### src/rtl/irq_flags_regs.svh
// Register offsets, field masks and reset values of the interrupt flag bank
`ifndef IRQ_FLAGS_REGS_SVH
`define IRQ_FLAGS_REGS_SVH

`define ADDR_W        8
`define DATA_W        32
`define FLAG_W        16
`define BANK_COUNT    4

`define FLAGS1_OFS    8'h00
`define FLAGS2_OFS    8'h04
`define FLAGS3_OFS    8'h08
`define FLAGS4_OFS    8'h0C
`define EVT_STAT_OFS  8'h10
`define EVT_MASK_OFS  8'h14

`define FLAGS1_IMPL   16'h000B
`define FLAGS2_IMPL   16'hDFFF
`define FLAGS3_IMPL   16'hA7FF
`define FLAGS4_IMPL   16'h00F7
`define FLAGS_RST     16'h0000
`define EVT_RST       4'h0

`define RESP_OK       2'h0
`define RESP_DEC_ERR  2'h3

`endif

### src/rtl/irq_flags_pkg.sv
// Types of the interrupt flag bank: flag register layouts
`default_nettype none
package irq_flags_pkg;

    typedef struct packed {
        logic [11:0] unused_hi;
        logic        change_notice_flag;
        logic        unused_2;
        logic        twowire_a_master_flag;
        logic        twowire_a_slave_flag;
    } flags1_t;

    typedef struct packed {
        logic timer_six_flag;
        logic dma_ch_four_done_flag;
        logic unused_13;
        logic compare_out_eight_flag;
        logic compare_out_seven_flag;
        logic compare_out_six_flag;
        logic compare_out_five_flag;
        logic capture_six_flag;
        logic capture_five_flag;
        logic capture_four_flag;
        logic capture_three_flag;
        logic dma_ch_three_done_flag;
        logic can_a_event_flag;
        logic can_a_rx_ready_flag;
        logic serial_b_event_flag;
        logic serial_b_error_flag;
    } flags2_t;

    typedef struct packed {
        logic       pwm_fault_a_flag;
        logic       unused_14;
        logic       dma_ch_five_done_flag;
        logic [1:0] unused_12_11;
        logic       encoder_event_flag;
        logic       pwm_error_flag;
        logic       can_b_event_flag;
        logic       can_b_rx_ready_flag;
        logic       ext_pin_four_flag;
        logic       ext_pin_three_flag;
        logic       timer_nine_flag;
        logic       timer_eight_flag;
        logic       twowire_b_master_flag;
        logic       twowire_b_slave_flag;
        logic       timer_seven_flag;
    } flags3_t;

    typedef struct packed {
        logic [7:0] unused_hi;
        logic       can_b_tx_request_flag;
        logic       can_a_tx_request_flag;
        logic       dma_ch_seven_done_flag;
        logic       dma_ch_six_done_flag;
        logic       unused_3;
        logic       uart_b_error_flag;
        logic       uart_a_error_flag;
        logic       pwm_fault_b_flag;
    } flags4_t;

    // One word per flag register, bank 1 in the top 16 bits
    typedef struct packed {
        flags1_t b1;
        flags2_t b2;
        flags3_t b3;
        flags4_t b4;
    } flag_bank_t;

endpackage

`default_nettype wire

### src/rtl/interrupt_flag_status_bank.sv
// Interrupt flag status bank with AXI4-Lite register access
// Contract
// - Flag reads 1 after request, else 0
// - Implemented flags read/write, reset to 0
// - Bank 1: change notice, two-wire A flags
// - Bank 2 high: timer, DMA, compare, capture
// - Bank 2 bit 13 always reads 0
// - Bank 2 low: capture, DMA, CAN A, serial
// - Bank 3 high: fault A, DMA, encoder, CAN
// - Bank 3 bits 14, 12-11 read 0
// - Bank 3 low: CAN B, pins, timers, two-wire
// - Bank 4: CAN requests, DMA six, seven
// - Bank 4 low flags; 15-8, 3 read 0
//
// Register access over AXI4-Lite and the register addresses are this design's own decisions.
`timescale 1ns/1ps
`default_nettype none
`include "irq_flags_regs.svh"

module interrupt_flag_status_bank
    import irq_flags_pkg::*;
(
    input  wire logic                 core_clk,
    input  wire logic                 rst_n,
    input  wire flag_bank_t           src_events,
    output      flag_bank_t           flags_out,
    output      logic                 irq,
    input  wire logic [`ADDR_W-1:0]   awaddr,
    input  wire logic                 awvalid,
    output      logic                 awready,
    input  wire logic [`DATA_W-1:0]   wdata,
    input  wire logic [3:0]           wstrb,
    input  wire logic                 wvalid,
    output      logic                 wready,
    output      logic [1:0]           bresp,
    output      logic                 bvalid,
    input  wire logic                 bready,
    input  wire logic [`ADDR_W-1:0]   araddr,
    input  wire logic                 arvalid,
    output      logic                 arready,
    output      logic [`DATA_W-1:0]   rdata,
    output      logic [1:0]           rresp,
    output      logic                 rvalid,
    input  wire logic                 rready
);

    localparam logic [`FLAG_W-1:0] IMPL [`BANK_COUNT] = '{
        `FLAGS1_IMPL, `FLAGS2_IMPL, `FLAGS3_IMPL, `FLAGS4_IMPL};

    logic [`FLAG_W-1:0]  flag_ff   [`BANK_COUNT];
    logic [`FLAG_W-1:0]  nxt_flag  [`BANK_COUNT];
    logic [`FLAG_W-1:0]  ev        [`BANK_COUNT];
    logic [`BANK_COUNT-1:0] stat_ff;
    logic [`BANK_COUNT-1:0] nxt_stat;
    logic [`BANK_COUNT-1:0] mask_ff;
    logic [`BANK_COUNT-1:0] nxt_mask;

    logic                aw_hold_ff;
    logic                nxt_aw_hold;
    logic [`ADDR_W-1:0]  awaddr_ff;
    logic [`ADDR_W-1:0]  nxt_awaddr;
    logic                w_hold_ff;
    logic                nxt_w_hold;
    logic [`DATA_W-1:0]  wdata_ff;
    logic [`DATA_W-1:0]  nxt_wdata;
    logic [3:0]          wstrb_ff;
    logic [3:0]          nxt_wstrb;
    logic                bvalid_ff;
    logic                nxt_bvalid;
    logic [1:0]          bresp_ff;
    logic [1:0]          nxt_bresp;
    logic                rvalid_ff;
    logic                nxt_rvalid;
    logic [`DATA_W-1:0]  rdata_ff;
    logic [`DATA_W-1:0]  nxt_rdata;
    logic [1:0]          rresp_ff;
    logic [1:0]          nxt_rresp;

    logic                aw_got;
    logic                w_got;
    logic                do_wr;
    logic [`ADDR_W-1:0]  wa;
    logic [`DATA_W-1:0]  wd;
    logic [3:0]          ws;
    logic [`FLAG_W-1:0]  wmask;
    logic [5:0]          wr_sel;
    logic [`DATA_W-1:0]  rd_word;
    logic                rd_err;
    logic [63:0]         ev_flat;
    logic [63:0]         flag_flat;
    logic [63:0]         impl_flat;

    assign ev[0] = src_events.b1;
    assign ev[1] = src_events.b2;
    assign ev[2] = src_events.b3;
    assign ev[3] = src_events.b4;
    assign ev_flat   = src_events;
    assign flag_flat = {flag_ff[0], flag_ff[1], flag_ff[2], flag_ff[3]};
    assign impl_flat = {IMPL[0], IMPL[1], IMPL[2], IMPL[3]};
    assign flags_out = flag_flat;

    // Write channel: address and data taken in either order
    assign awready = !aw_hold_ff && !bvalid_ff;
    assign wready  = !w_hold_ff && !bvalid_ff;
    assign aw_got  = aw_hold_ff || (awvalid && awready);
    assign w_got   = w_hold_ff || (wvalid && wready);
    assign do_wr   = aw_got && w_got;
    assign wa      = aw_hold_ff ? awaddr_ff : awaddr;
    assign wd      = w_hold_ff ? wdata_ff : wdata;
    assign ws      = w_hold_ff ? wstrb_ff : wstrb;
    assign wmask   = {{8{ws[1]}}, {8{ws[0]}}};

    always_comb begin
        wr_sel = 6'h00;
        unique case ({wa[`ADDR_W-1:2], 2'h0})
            `FLAGS1_OFS:   wr_sel[0] = 1'b1;
            `FLAGS2_OFS:   wr_sel[1] = 1'b1;
            `FLAGS3_OFS:   wr_sel[2] = 1'b1;
            `FLAGS4_OFS:   wr_sel[3] = 1'b1;
            `EVT_STAT_OFS: wr_sel[4] = 1'b1;
            `EVT_MASK_OFS: wr_sel[5] = 1'b1;
            default:       wr_sel    = 6'h00;
        endcase
    end

    always_comb begin
        nxt_aw_hold = aw_hold_ff;
        nxt_awaddr  = awaddr_ff;
        nxt_w_hold  = w_hold_ff;
        nxt_wdata   = wdata_ff;
        nxt_wstrb   = wstrb_ff;
        nxt_bvalid  = bvalid_ff;
        nxt_bresp   = bresp_ff;
        if (awvalid && awready) begin
            nxt_aw_hold = 1'b1;
            nxt_awaddr  = awaddr;
        end
        if (wvalid && wready) begin
            nxt_w_hold = 1'b1;
            nxt_wdata  = wdata;
            nxt_wstrb  = wstrb;
        end
        if (do_wr) begin
            nxt_aw_hold = 1'b0;
            nxt_w_hold  = 1'b0;
            nxt_bvalid  = 1'b1;
            nxt_bresp   = (wr_sel == 6'h00) ? `RESP_DEC_ERR : `RESP_OK;
        end else if (bvalid_ff && bready) begin
            nxt_bvalid = 1'b0;
        end
    end

    // Flags: hardware event wins over a software clear
    always_comb begin
        for (int i = 0; i < `BANK_COUNT; i++) begin
            nxt_flag[i] = flag_ff[i];
            if (do_wr && wr_sel[i]) begin
                nxt_flag[i] = (flag_ff[i] & ~wmask) | (wd[`FLAG_W-1:0] & wmask);
            end
            nxt_flag[i] = (nxt_flag[i] | ev[i]) & IMPL[i];
        end
    end

    // Bank summary: sticky per bank, write one to clear, set wins
    always_comb begin
        nxt_stat = stat_ff;
        nxt_mask = mask_ff;
        if (do_wr && wr_sel[4] && ws[0]) begin
            nxt_stat = stat_ff & ~wd[`BANK_COUNT-1:0];
        end
        if (do_wr && wr_sel[5] && ws[0]) begin
            nxt_mask = wd[`BANK_COUNT-1:0];
        end
        for (int i = 0; i < `BANK_COUNT; i++) begin
            if ((ev[i] & IMPL[i]) != `FLAGS_RST) begin
                nxt_stat[i] = 1'b1;
            end
        end
    end

    assign irq = |(stat_ff & mask_ff);

    // Read channel: one word answered the cycle after the address
    assign arready = !rvalid_ff;

    always_comb begin
        rd_word = '0;
        rd_err  = 1'b0;
        unique case ({araddr[`ADDR_W-1:2], 2'h0})
            `FLAGS1_OFS:   rd_word[`FLAG_W-1:0] = flag_ff[0];
            `FLAGS2_OFS:   rd_word[`FLAG_W-1:0] = flag_ff[1];
            `FLAGS3_OFS:   rd_word[`FLAG_W-1:0] = flag_ff[2];
            `FLAGS4_OFS:   rd_word[`FLAG_W-1:0] = flag_ff[3];
            `EVT_STAT_OFS: rd_word[`BANK_COUNT-1:0] = stat_ff;
            `EVT_MASK_OFS: rd_word[`BANK_COUNT-1:0] = mask_ff;
            default:       rd_err = 1'b1;
        endcase
    end

    always_comb begin
        nxt_rvalid = rvalid_ff;
        nxt_rdata  = rdata_ff;
        nxt_rresp  = rresp_ff;
        if (arvalid && arready) begin
            nxt_rvalid = 1'b1;
            nxt_rdata  = rd_word;
            nxt_rresp  = rd_err ? `RESP_DEC_ERR : `RESP_OK;
        end else if (rvalid_ff && rready) begin
            nxt_rvalid = 1'b0;
        end
    end

    always_ff @(posedge core_clk) begin
        if (!rst_n) begin
            for (int i = 0; i < `BANK_COUNT; i++) begin
                flag_ff[i] <= `FLAGS_RST;
            end
            stat_ff    <= `EVT_RST;
            mask_ff    <= `EVT_RST;
            aw_hold_ff <= 1'b0;
            awaddr_ff  <= '0;
            w_hold_ff  <= 1'b0;
            wdata_ff   <= '0;
            wstrb_ff   <= 4'h0;
            bvalid_ff  <= 1'b0;
            bresp_ff   <= `RESP_OK;
            rvalid_ff  <= 1'b0;
            rdata_ff   <= '0;
            rresp_ff   <= `RESP_OK;
        end else begin
            flag_ff    <= nxt_flag;
            stat_ff    <= nxt_stat;
            mask_ff    <= nxt_mask;
            aw_hold_ff <= nxt_aw_hold;
            awaddr_ff  <= nxt_awaddr;
            w_hold_ff  <= nxt_w_hold;
            wdata_ff   <= nxt_wdata;
            wstrb_ff   <= nxt_wstrb;
            bvalid_ff  <= nxt_bvalid;
            bresp_ff   <= nxt_bresp;
            rvalid_ff  <= nxt_rvalid;
            rdata_ff   <= nxt_rdata;
            rresp_ff   <= nxt_rresp;
        end
    end

    assign bvalid = bvalid_ff;
    assign bresp  = bresp_ff;
    assign rvalid = rvalid_ff;
    assign rdata  = rdata_ff;
    assign rresp  = rresp_ff;
endmodule // interrupt_flag_status_bank

`default_nettype wire

### config.mk
export PLATFORM = sky130hd
export DESIGN_NAME = interrupt_flag_status_bank
export DESIGN_NICKNAME = d
export VERILOG_FILES = /design/src/rtl/irq_flags_pkg.sv /design/src/rtl/interrupt_flag_status_bank.sv
export VERILOG_INCLUDE_DIRS = /design/src /design/src/rtl
export SDC_FILE = /design/constraint.sdc
export NUM_CORES = 1
export LEC_CHECK = 0
export ABC_AREA = 1
export BUFFER_PORTS_ARGS = -buffer_cell sky130_fd_sc_hd__buf_2
export CAP_MARGIN = 20
export CORE_UTILIZATION = 53
export CTS_CLUSTER_SIZE = 14
export DETAILED_ROUTE_END_ITERATION = 8
export MAX_ROUTING_LAYER = met4
export PLACE_DENSITY = 0.87
export SLEW_MARGIN = 20
export SYNTH_ARGS = -nofsm -noshare
export SYNTH_HDL_FRONTEND = slang
export SYNTH_SLANG_ARGS = --single-unit
export TNS_END_PERCENT = 30
### constraint.sdc
create_clock -name core_clk -period 4.7 [get_ports core_clk]
set_clock_uncertainty 0.1 [all_clocks]
set_input_delay 0.94 -clock core_clk [delete_from_list [all_inputs] [get_ports core_clk]]
set_output_delay 0.94 -clock core_clk [all_outputs]
set_load 0.05 [all_outputs]
# ---- Word level (Yosys, flattened, before mapping)
# Cells that the tools add are included.
dict set report op_classes {
  eq_ne 10
  mux 26
  bitwise 18
  reduce_logical 38
}
# cell n
set ops {}
lappend ops {{OR 16 bit} 4}
lappend ops {{nonzero test 16 bit} 4}
lappend ops {{bitwise AND 16 bit} 3}
lappend ops {{2-to-1 mux 16 bit} 3}
lappend ops {{case mux 12 bit (4 select lines)} 1}
lappend ops {{== test 6 x 2 -> 1 bit, second input constant} 4}
lappend ops {{== test 6 x 3 -> 1 bit, second input constant} 4}
lappend ops {{case mux 4 bit (6 select lines)} 1}
lappend ops {{logical NOT 6 bit} 3}
lappend ops {{logical AND 1 bit} 16}
lappend ops {{2-to-1 mux 8 bit} 2}
lappend ops {{NOT 16 bit} 1}
lappend ops {{OR 8 bit} 2}
lappend ops {{2-to-1 mux 1 bit} 14}
lappend ops {{bitwise AND 4 bit} 3}
lappend ops {{== test 6 x 1 -> 1 bit, second input constant} 2}
lappend ops {{nonzero test 2 bit} 6}
lappend ops {{bitwise AND 8 bit} 1}
lappend ops {{2-to-1 mux 4 bit} 2}
lappend ops {{OR 4 bit} 2}
lappend ops {{2-to-1 mux 2 bit} 3}
lappend ops {{OR reduction 6 bit} 1}
lappend ops {{logical NOT 1 bit} 4}
lappend ops {{NOT 4 bit} 1}
lappend ops {{4 further kinds} 5}
dict set report word_totals {
  ff_bits 100
  inputBits 123
  out_inout_bits 106
  elab_cells 113
}

# ---- Depth between registers and ports, before layout
dict set report logic_depth {
  word_depth 9
  ltp_mapped 11
  depth_no_buf 10
}

# ---- Least setup slack after synthesis
# OpenSTA, ideal clock, no wires.
dict set report synth_path {
  path_kind {register to output}
  startpoint {reg bvalid_ff (netlist: bvalid)}
  endpoint {out awready}
  arrival_ps 1241
  required_ps 3660
  setup_slack_ps 2419
  path_stages_with_launch 2
  n_path_buf 0
  path_cell_list {dfxtp_1 nor2_1}
}
dict set report synth_between {
  elab_chain_cells 2
}
# item line_no
set synth_lines {}
lappend synth_lines {{start, declared} interrupt_flag_status_bank.sv:68} ;# logic bvalid_ff;
lappend synth_lines {{start signal, assigned} interrupt_flag_status_bank.sv:239} ;# bvalid_ff <= nxt_bvalid;
lappend synth_lines {{logical NOT 1 bit} interrupt_flag_status_bank.sv:103} ;# assign awready = !aw_hold_ff && !bvalid_ff;
lappend synth_lines {{logical AND 1 bit} interrupt_flag_status_bank.sv:103}
lappend synth_lines {{end, declared} interrupt_flag_status_bank.sv:30} ;# output logic awready,
# No other way between the ends.

# ---- Worst setup path after layout
dict set report layout_path {
  startpoint {in awaddr[6]}
  endpoint {reg flag_ff, in the netlist flags_out[22]}
}
dict set report layout_between {
  elab_chain_cells 6
}
# item line_no
set layout_lines {}
lappend layout_lines {{start, declared} interrupt_flag_status_bank.sv:28} ;# input wire logic [`ADDR_W-1:0] awaddr,
lappend layout_lines {{2-to-1 mux 8 bit} interrupt_flag_status_bank.sv:108} ;# assign wa = aw_hold_ff ? awaddr_ff : awaddr;
lappend layout_lines {{== test 6 x 2 -> 1 bit} interrupt_flag_status_bank.sv:115} ;# unique case ({wa[`ADDR_W-1:2], 2'h0})
lappend layout_lines {{2-to-1 mux 1 bit} interrupt_flag_status_bank.sv:115}
lappend layout_lines {{logical AND 1 bit} interrupt_flag_status_bank.sv:157} ;# if (do_wr && wr_sel[i]) begin
lappend layout_lines {{2-to-1 mux 16 bit} interrupt_flag_status_bank.sv:157}
lappend layout_lines {{OR 16 bit} interrupt_flag_status_bank.sv:160} ;# nxt_flag[i] = (nxt_flag[i] | ev[i]) & IMPL[i];
lappend layout_lines {{end signal, assigned by index} interrupt_flag_status_bank.sv:216} ;# flag_ff[i] <= `FLAGS_RST;
lappend layout_lines {{end signal, assigned} interrupt_flag_status_bank.sv:231} ;# flag_ff <= nxt_flag;
lappend layout_lines {{end, declared} interrupt_flag_status_bank.sv:50} ;# logic [`FLAG_W-1:0] flag_ff [`BANK_COUNT];
# No other way between the ends.
# A chain may end at the register's enable or synchronous reset.

==> run metrics <==
cts hold-fix bufs 0; Yosys reg bits 92; sequential element share of the synthesized area ~34%; I/O pin cnt 229; final core occ 62.60%; DIE AREA 0.01077 sq mm; vias per inst 5.369; critical path data required time 4.87 ns; status complete, but fails checks; HP Class flip-flop to flip-flop; Total Neg Setup Slack 0 ns; post-CTS sizing 0; port bufs 138; Rows 36; Routed WL around 16 mm; crit path cell chain buf_2, nor2_1, nand2_1, nand2_2, nand3_2, nand2_1, nand3b_1, nand2_1, inv_1; Critical Path Most Common Cell nand2_1; failing checks DRC; end point of the critical path flags_out[22]$_SDFF_PN0_; routed len/inst 14.17 um; switching share of power 37.79%; Avg Inst Size Synth roughly 6.3 sq um; Tot GR Track Use 29.91%; die width 103.8 um; kind of end point of the critical path flip-flop; DRC 2; H-tree levels 3; Area Growth Syn to Fin 12.99%; clock network power share ~29%; first-pass GRT wire length 25.41 mm; XOR/XNOR share of the synthesized area 0%; CP Launch Type input pin; mux cell area share after synthesis 0%; Filler Cell Count 961; DIE HEIGHT 103.8 um; final setup fails 0; reg2reg path depth 10; CP arrival 2.69 ns; Comb power frac 27.8%; clock buffer count from CTS 9; Crit. Startpoint awaddr[6]; RSZ-0062 raised after global routing false; ys flop type dfxtp_1; maximum clock insertion buffer count 2; FF-to-FF End flags_out[32]$_SDFF_PN0_; routability cong. just over 0.9; largest family of logic cells by synthesized area simple AND/OR/NAND/NOR gates; DP HPWL 11.09 mm; CTS tree built; CP Class input pin to flip-flop; Mapped Cells 868; r2r startpoint w_hold_ff$_SDFFE_PP0P_; pin count of the biggest net entering global routing 75; total number of vias 6003; Worst R2R Setup Slack 2.31 ns; Iter 0 DRT Violations 529; Max Cap Viol 0; maximum vdd drop 0.0001623 V; static leakage approximately 3.4 nW; Slowest-stage cell, CP nand2_2; Yosys warnings 0; vias in the first global route 5367; Switch Pwr 0.7631 mW; synthesized area around 0.0055 sq mm; layout cell share with drive strength beyond 1 approximately 18%; total power 2.020 mW; initial antenna violation count 3; most common cell after layout, fill and taps aside nand2_1; Synth Area in Adders 0%; Antenna Nets Post-Route 0; Initial Util 55.40%; Inst Count DP 1100; Post-Synth Simple-Gate Area 43.44%; Fmax 396.2 MHz; area of the multi-input gates 0.002917 sq mm; clock sinks 92; sequential power share ~44%; crit path time final about 2.5 ns; P_int approximately 1.3 mW; Slew HR 39.26%; Cell Count, Final, Fillers Out 1118; Post-synth ARST share 0%; length of the first detailed-routing pass in iterations 7; grt total ovfl 0; Synth Area in Compound Gates approximately 6.8%; Synth cell types 31; Critical Path Fanout Max 44; Setup Buffers After CTS 0; clk_lat worst skew 0.37 ns; most frequent cells in the layout nand2_1, buf_2, dfxtp_1, inv_1, nand3_1; clk root buf clkbuf_8; slowest stage delay, CP 0.65 ns; # nets final 1101; worst-margin pin slew between 0.9 and 1 ns; Post-synth EDFFs 0; Reg area 0.001842 sq mm; power per cell area approximately 330 mW/mm^2; core area 0.009910 sq mm; crit share post-route between 50% and 60%; Final Hold Vio Count 0; max-slew violation count 0; clock transition at the registers of the reported paths around 0.09 ns
-- through the flow --
| stage | setup WS (ns) | hold WS, ns | area [sq um] |
|---|---|---|---|
| after floorplan | 2.419 | 0.3293 | 5644 |
| after global placement | 1.880 | 0.3443 | 5991 |
| after detailed placement | 1.856 | 0.3508 | 5991 |
| after CTS | 2.232 | 0.3641 | 6196 |
| after global routing | 2.038 | 0.3825 | 6203 |
| final | 2.176 | 0.3608 | 6203 |
-- worst max-delay path: cells and delay by family --
kind | cells | cell delay (ns)
AND/OR/NAND/NOR | 7 | 1.57
buffers and inverters | 2 | 0.14
-- synth_stat cells (8+ instances only) --
cell type / instances / area, sq um
a21oi_1: 31 / 155.2
buf_2: 15 / 75.07
buf_4: 48 / 360.4
clkbuf_1: 14 / 52.55
dfxtp_1: 92 / 1842
inv_1: 90 / 337.8
nand2_1: 279 / 1047
nand2_2: 8 / 50.05
nand3_1: 87 / 435.4
nand3b_1: 18 / 135.1
nand4_1: 43 / 269.0
nor2_1: 74 / 277.8
o21ai_0: 32 / 160.2
-- final cells by class --
| class | instances | area share [%] |
|---|---|---|
| well taps | 133 | 2.683 |
| flip-flops and latches | 92 | 29.69 |
| multi-input cells | 640 | 47.01 |
| repair buffers | 141 | 11.50 |
| clock buffers | 10 | 2.057 |
| diodes | 3 | 0.1210 |
| inverters | 94 | 5.688 |
| clock inverters | 5 | 1.251 |
-- flip-flops by register name (all words and copies together), names as in the netlist, 2 cells and up --
name and cells:
rdata 16, stat_ff 4, flags_out 38, awaddr_ff 6, mask_ff 4, wdata_ff 16, wstrb_ff 2
-- power groups by stage --
stage	logic (mW)	registers (mW)	clock network, mW
after floorplan	0.362	0.985	0
after global routing	0.609	0.885	0.616
final	0.562	0.879	0.579
after CTS	0.555	0.877	0.582
after detailed placement	0.553	0.895	0
after global placement	0.544	0.895	0
-- worst min path at each step --
stage                                          from                   endpoint  slack (ns)  cells after the start
after floorplan           awaddr_ff[5]$_SDFFE_PN0P_  awaddr_ff[5]$_SDFFE_PN0P_        0.33                      2
after global placement    awaddr_ff[5]$_SDFFE_PN0P_  awaddr_ff[5]$_SDFFE_PN0P_        0.34                      2
after detailed placement  awaddr_ff[5]$_SDFFE_PN0P_  awaddr_ff[5]$_SDFFE_PN0P_        0.35                      2
after CTS                 awaddr_ff[5]$_SDFFE_PN0P_  awaddr_ff[5]$_SDFFE_PN0P_        0.36                      2
after global routing          rdata[2]$_SDFFE_PN0P_      rdata[2]$_SDFFE_PN0P_        0.38                      2
final                     awaddr_ff[5]$_SDFFE_PN0P_  awaddr_ff[5]$_SDFFE_PN0P_        0.36                      2
-- per-layer routing --
metal | GRT usage, % | vias to the layer above | routed length [um]
met5 | - | - | 0
met4 | 12.55 | 0 | 563
met3 | 5.475 | 53 | 1552
met2 | 47.75 | 341 | 7261
met1 | 37.23 | 2702 | 6467
li1 | - | 2907 | -
-- cells by family (layout without fill, tap and decap cells) --
family,count (synthesis),after routing
AND/OR/NAND/NOR,526,526
other,1,45
buffers and inverters,177,250
flip-flops,92,92
AO/OA/AOI/OAI,72,72
No activity file was read; power rests on OpenSTA's default activity.
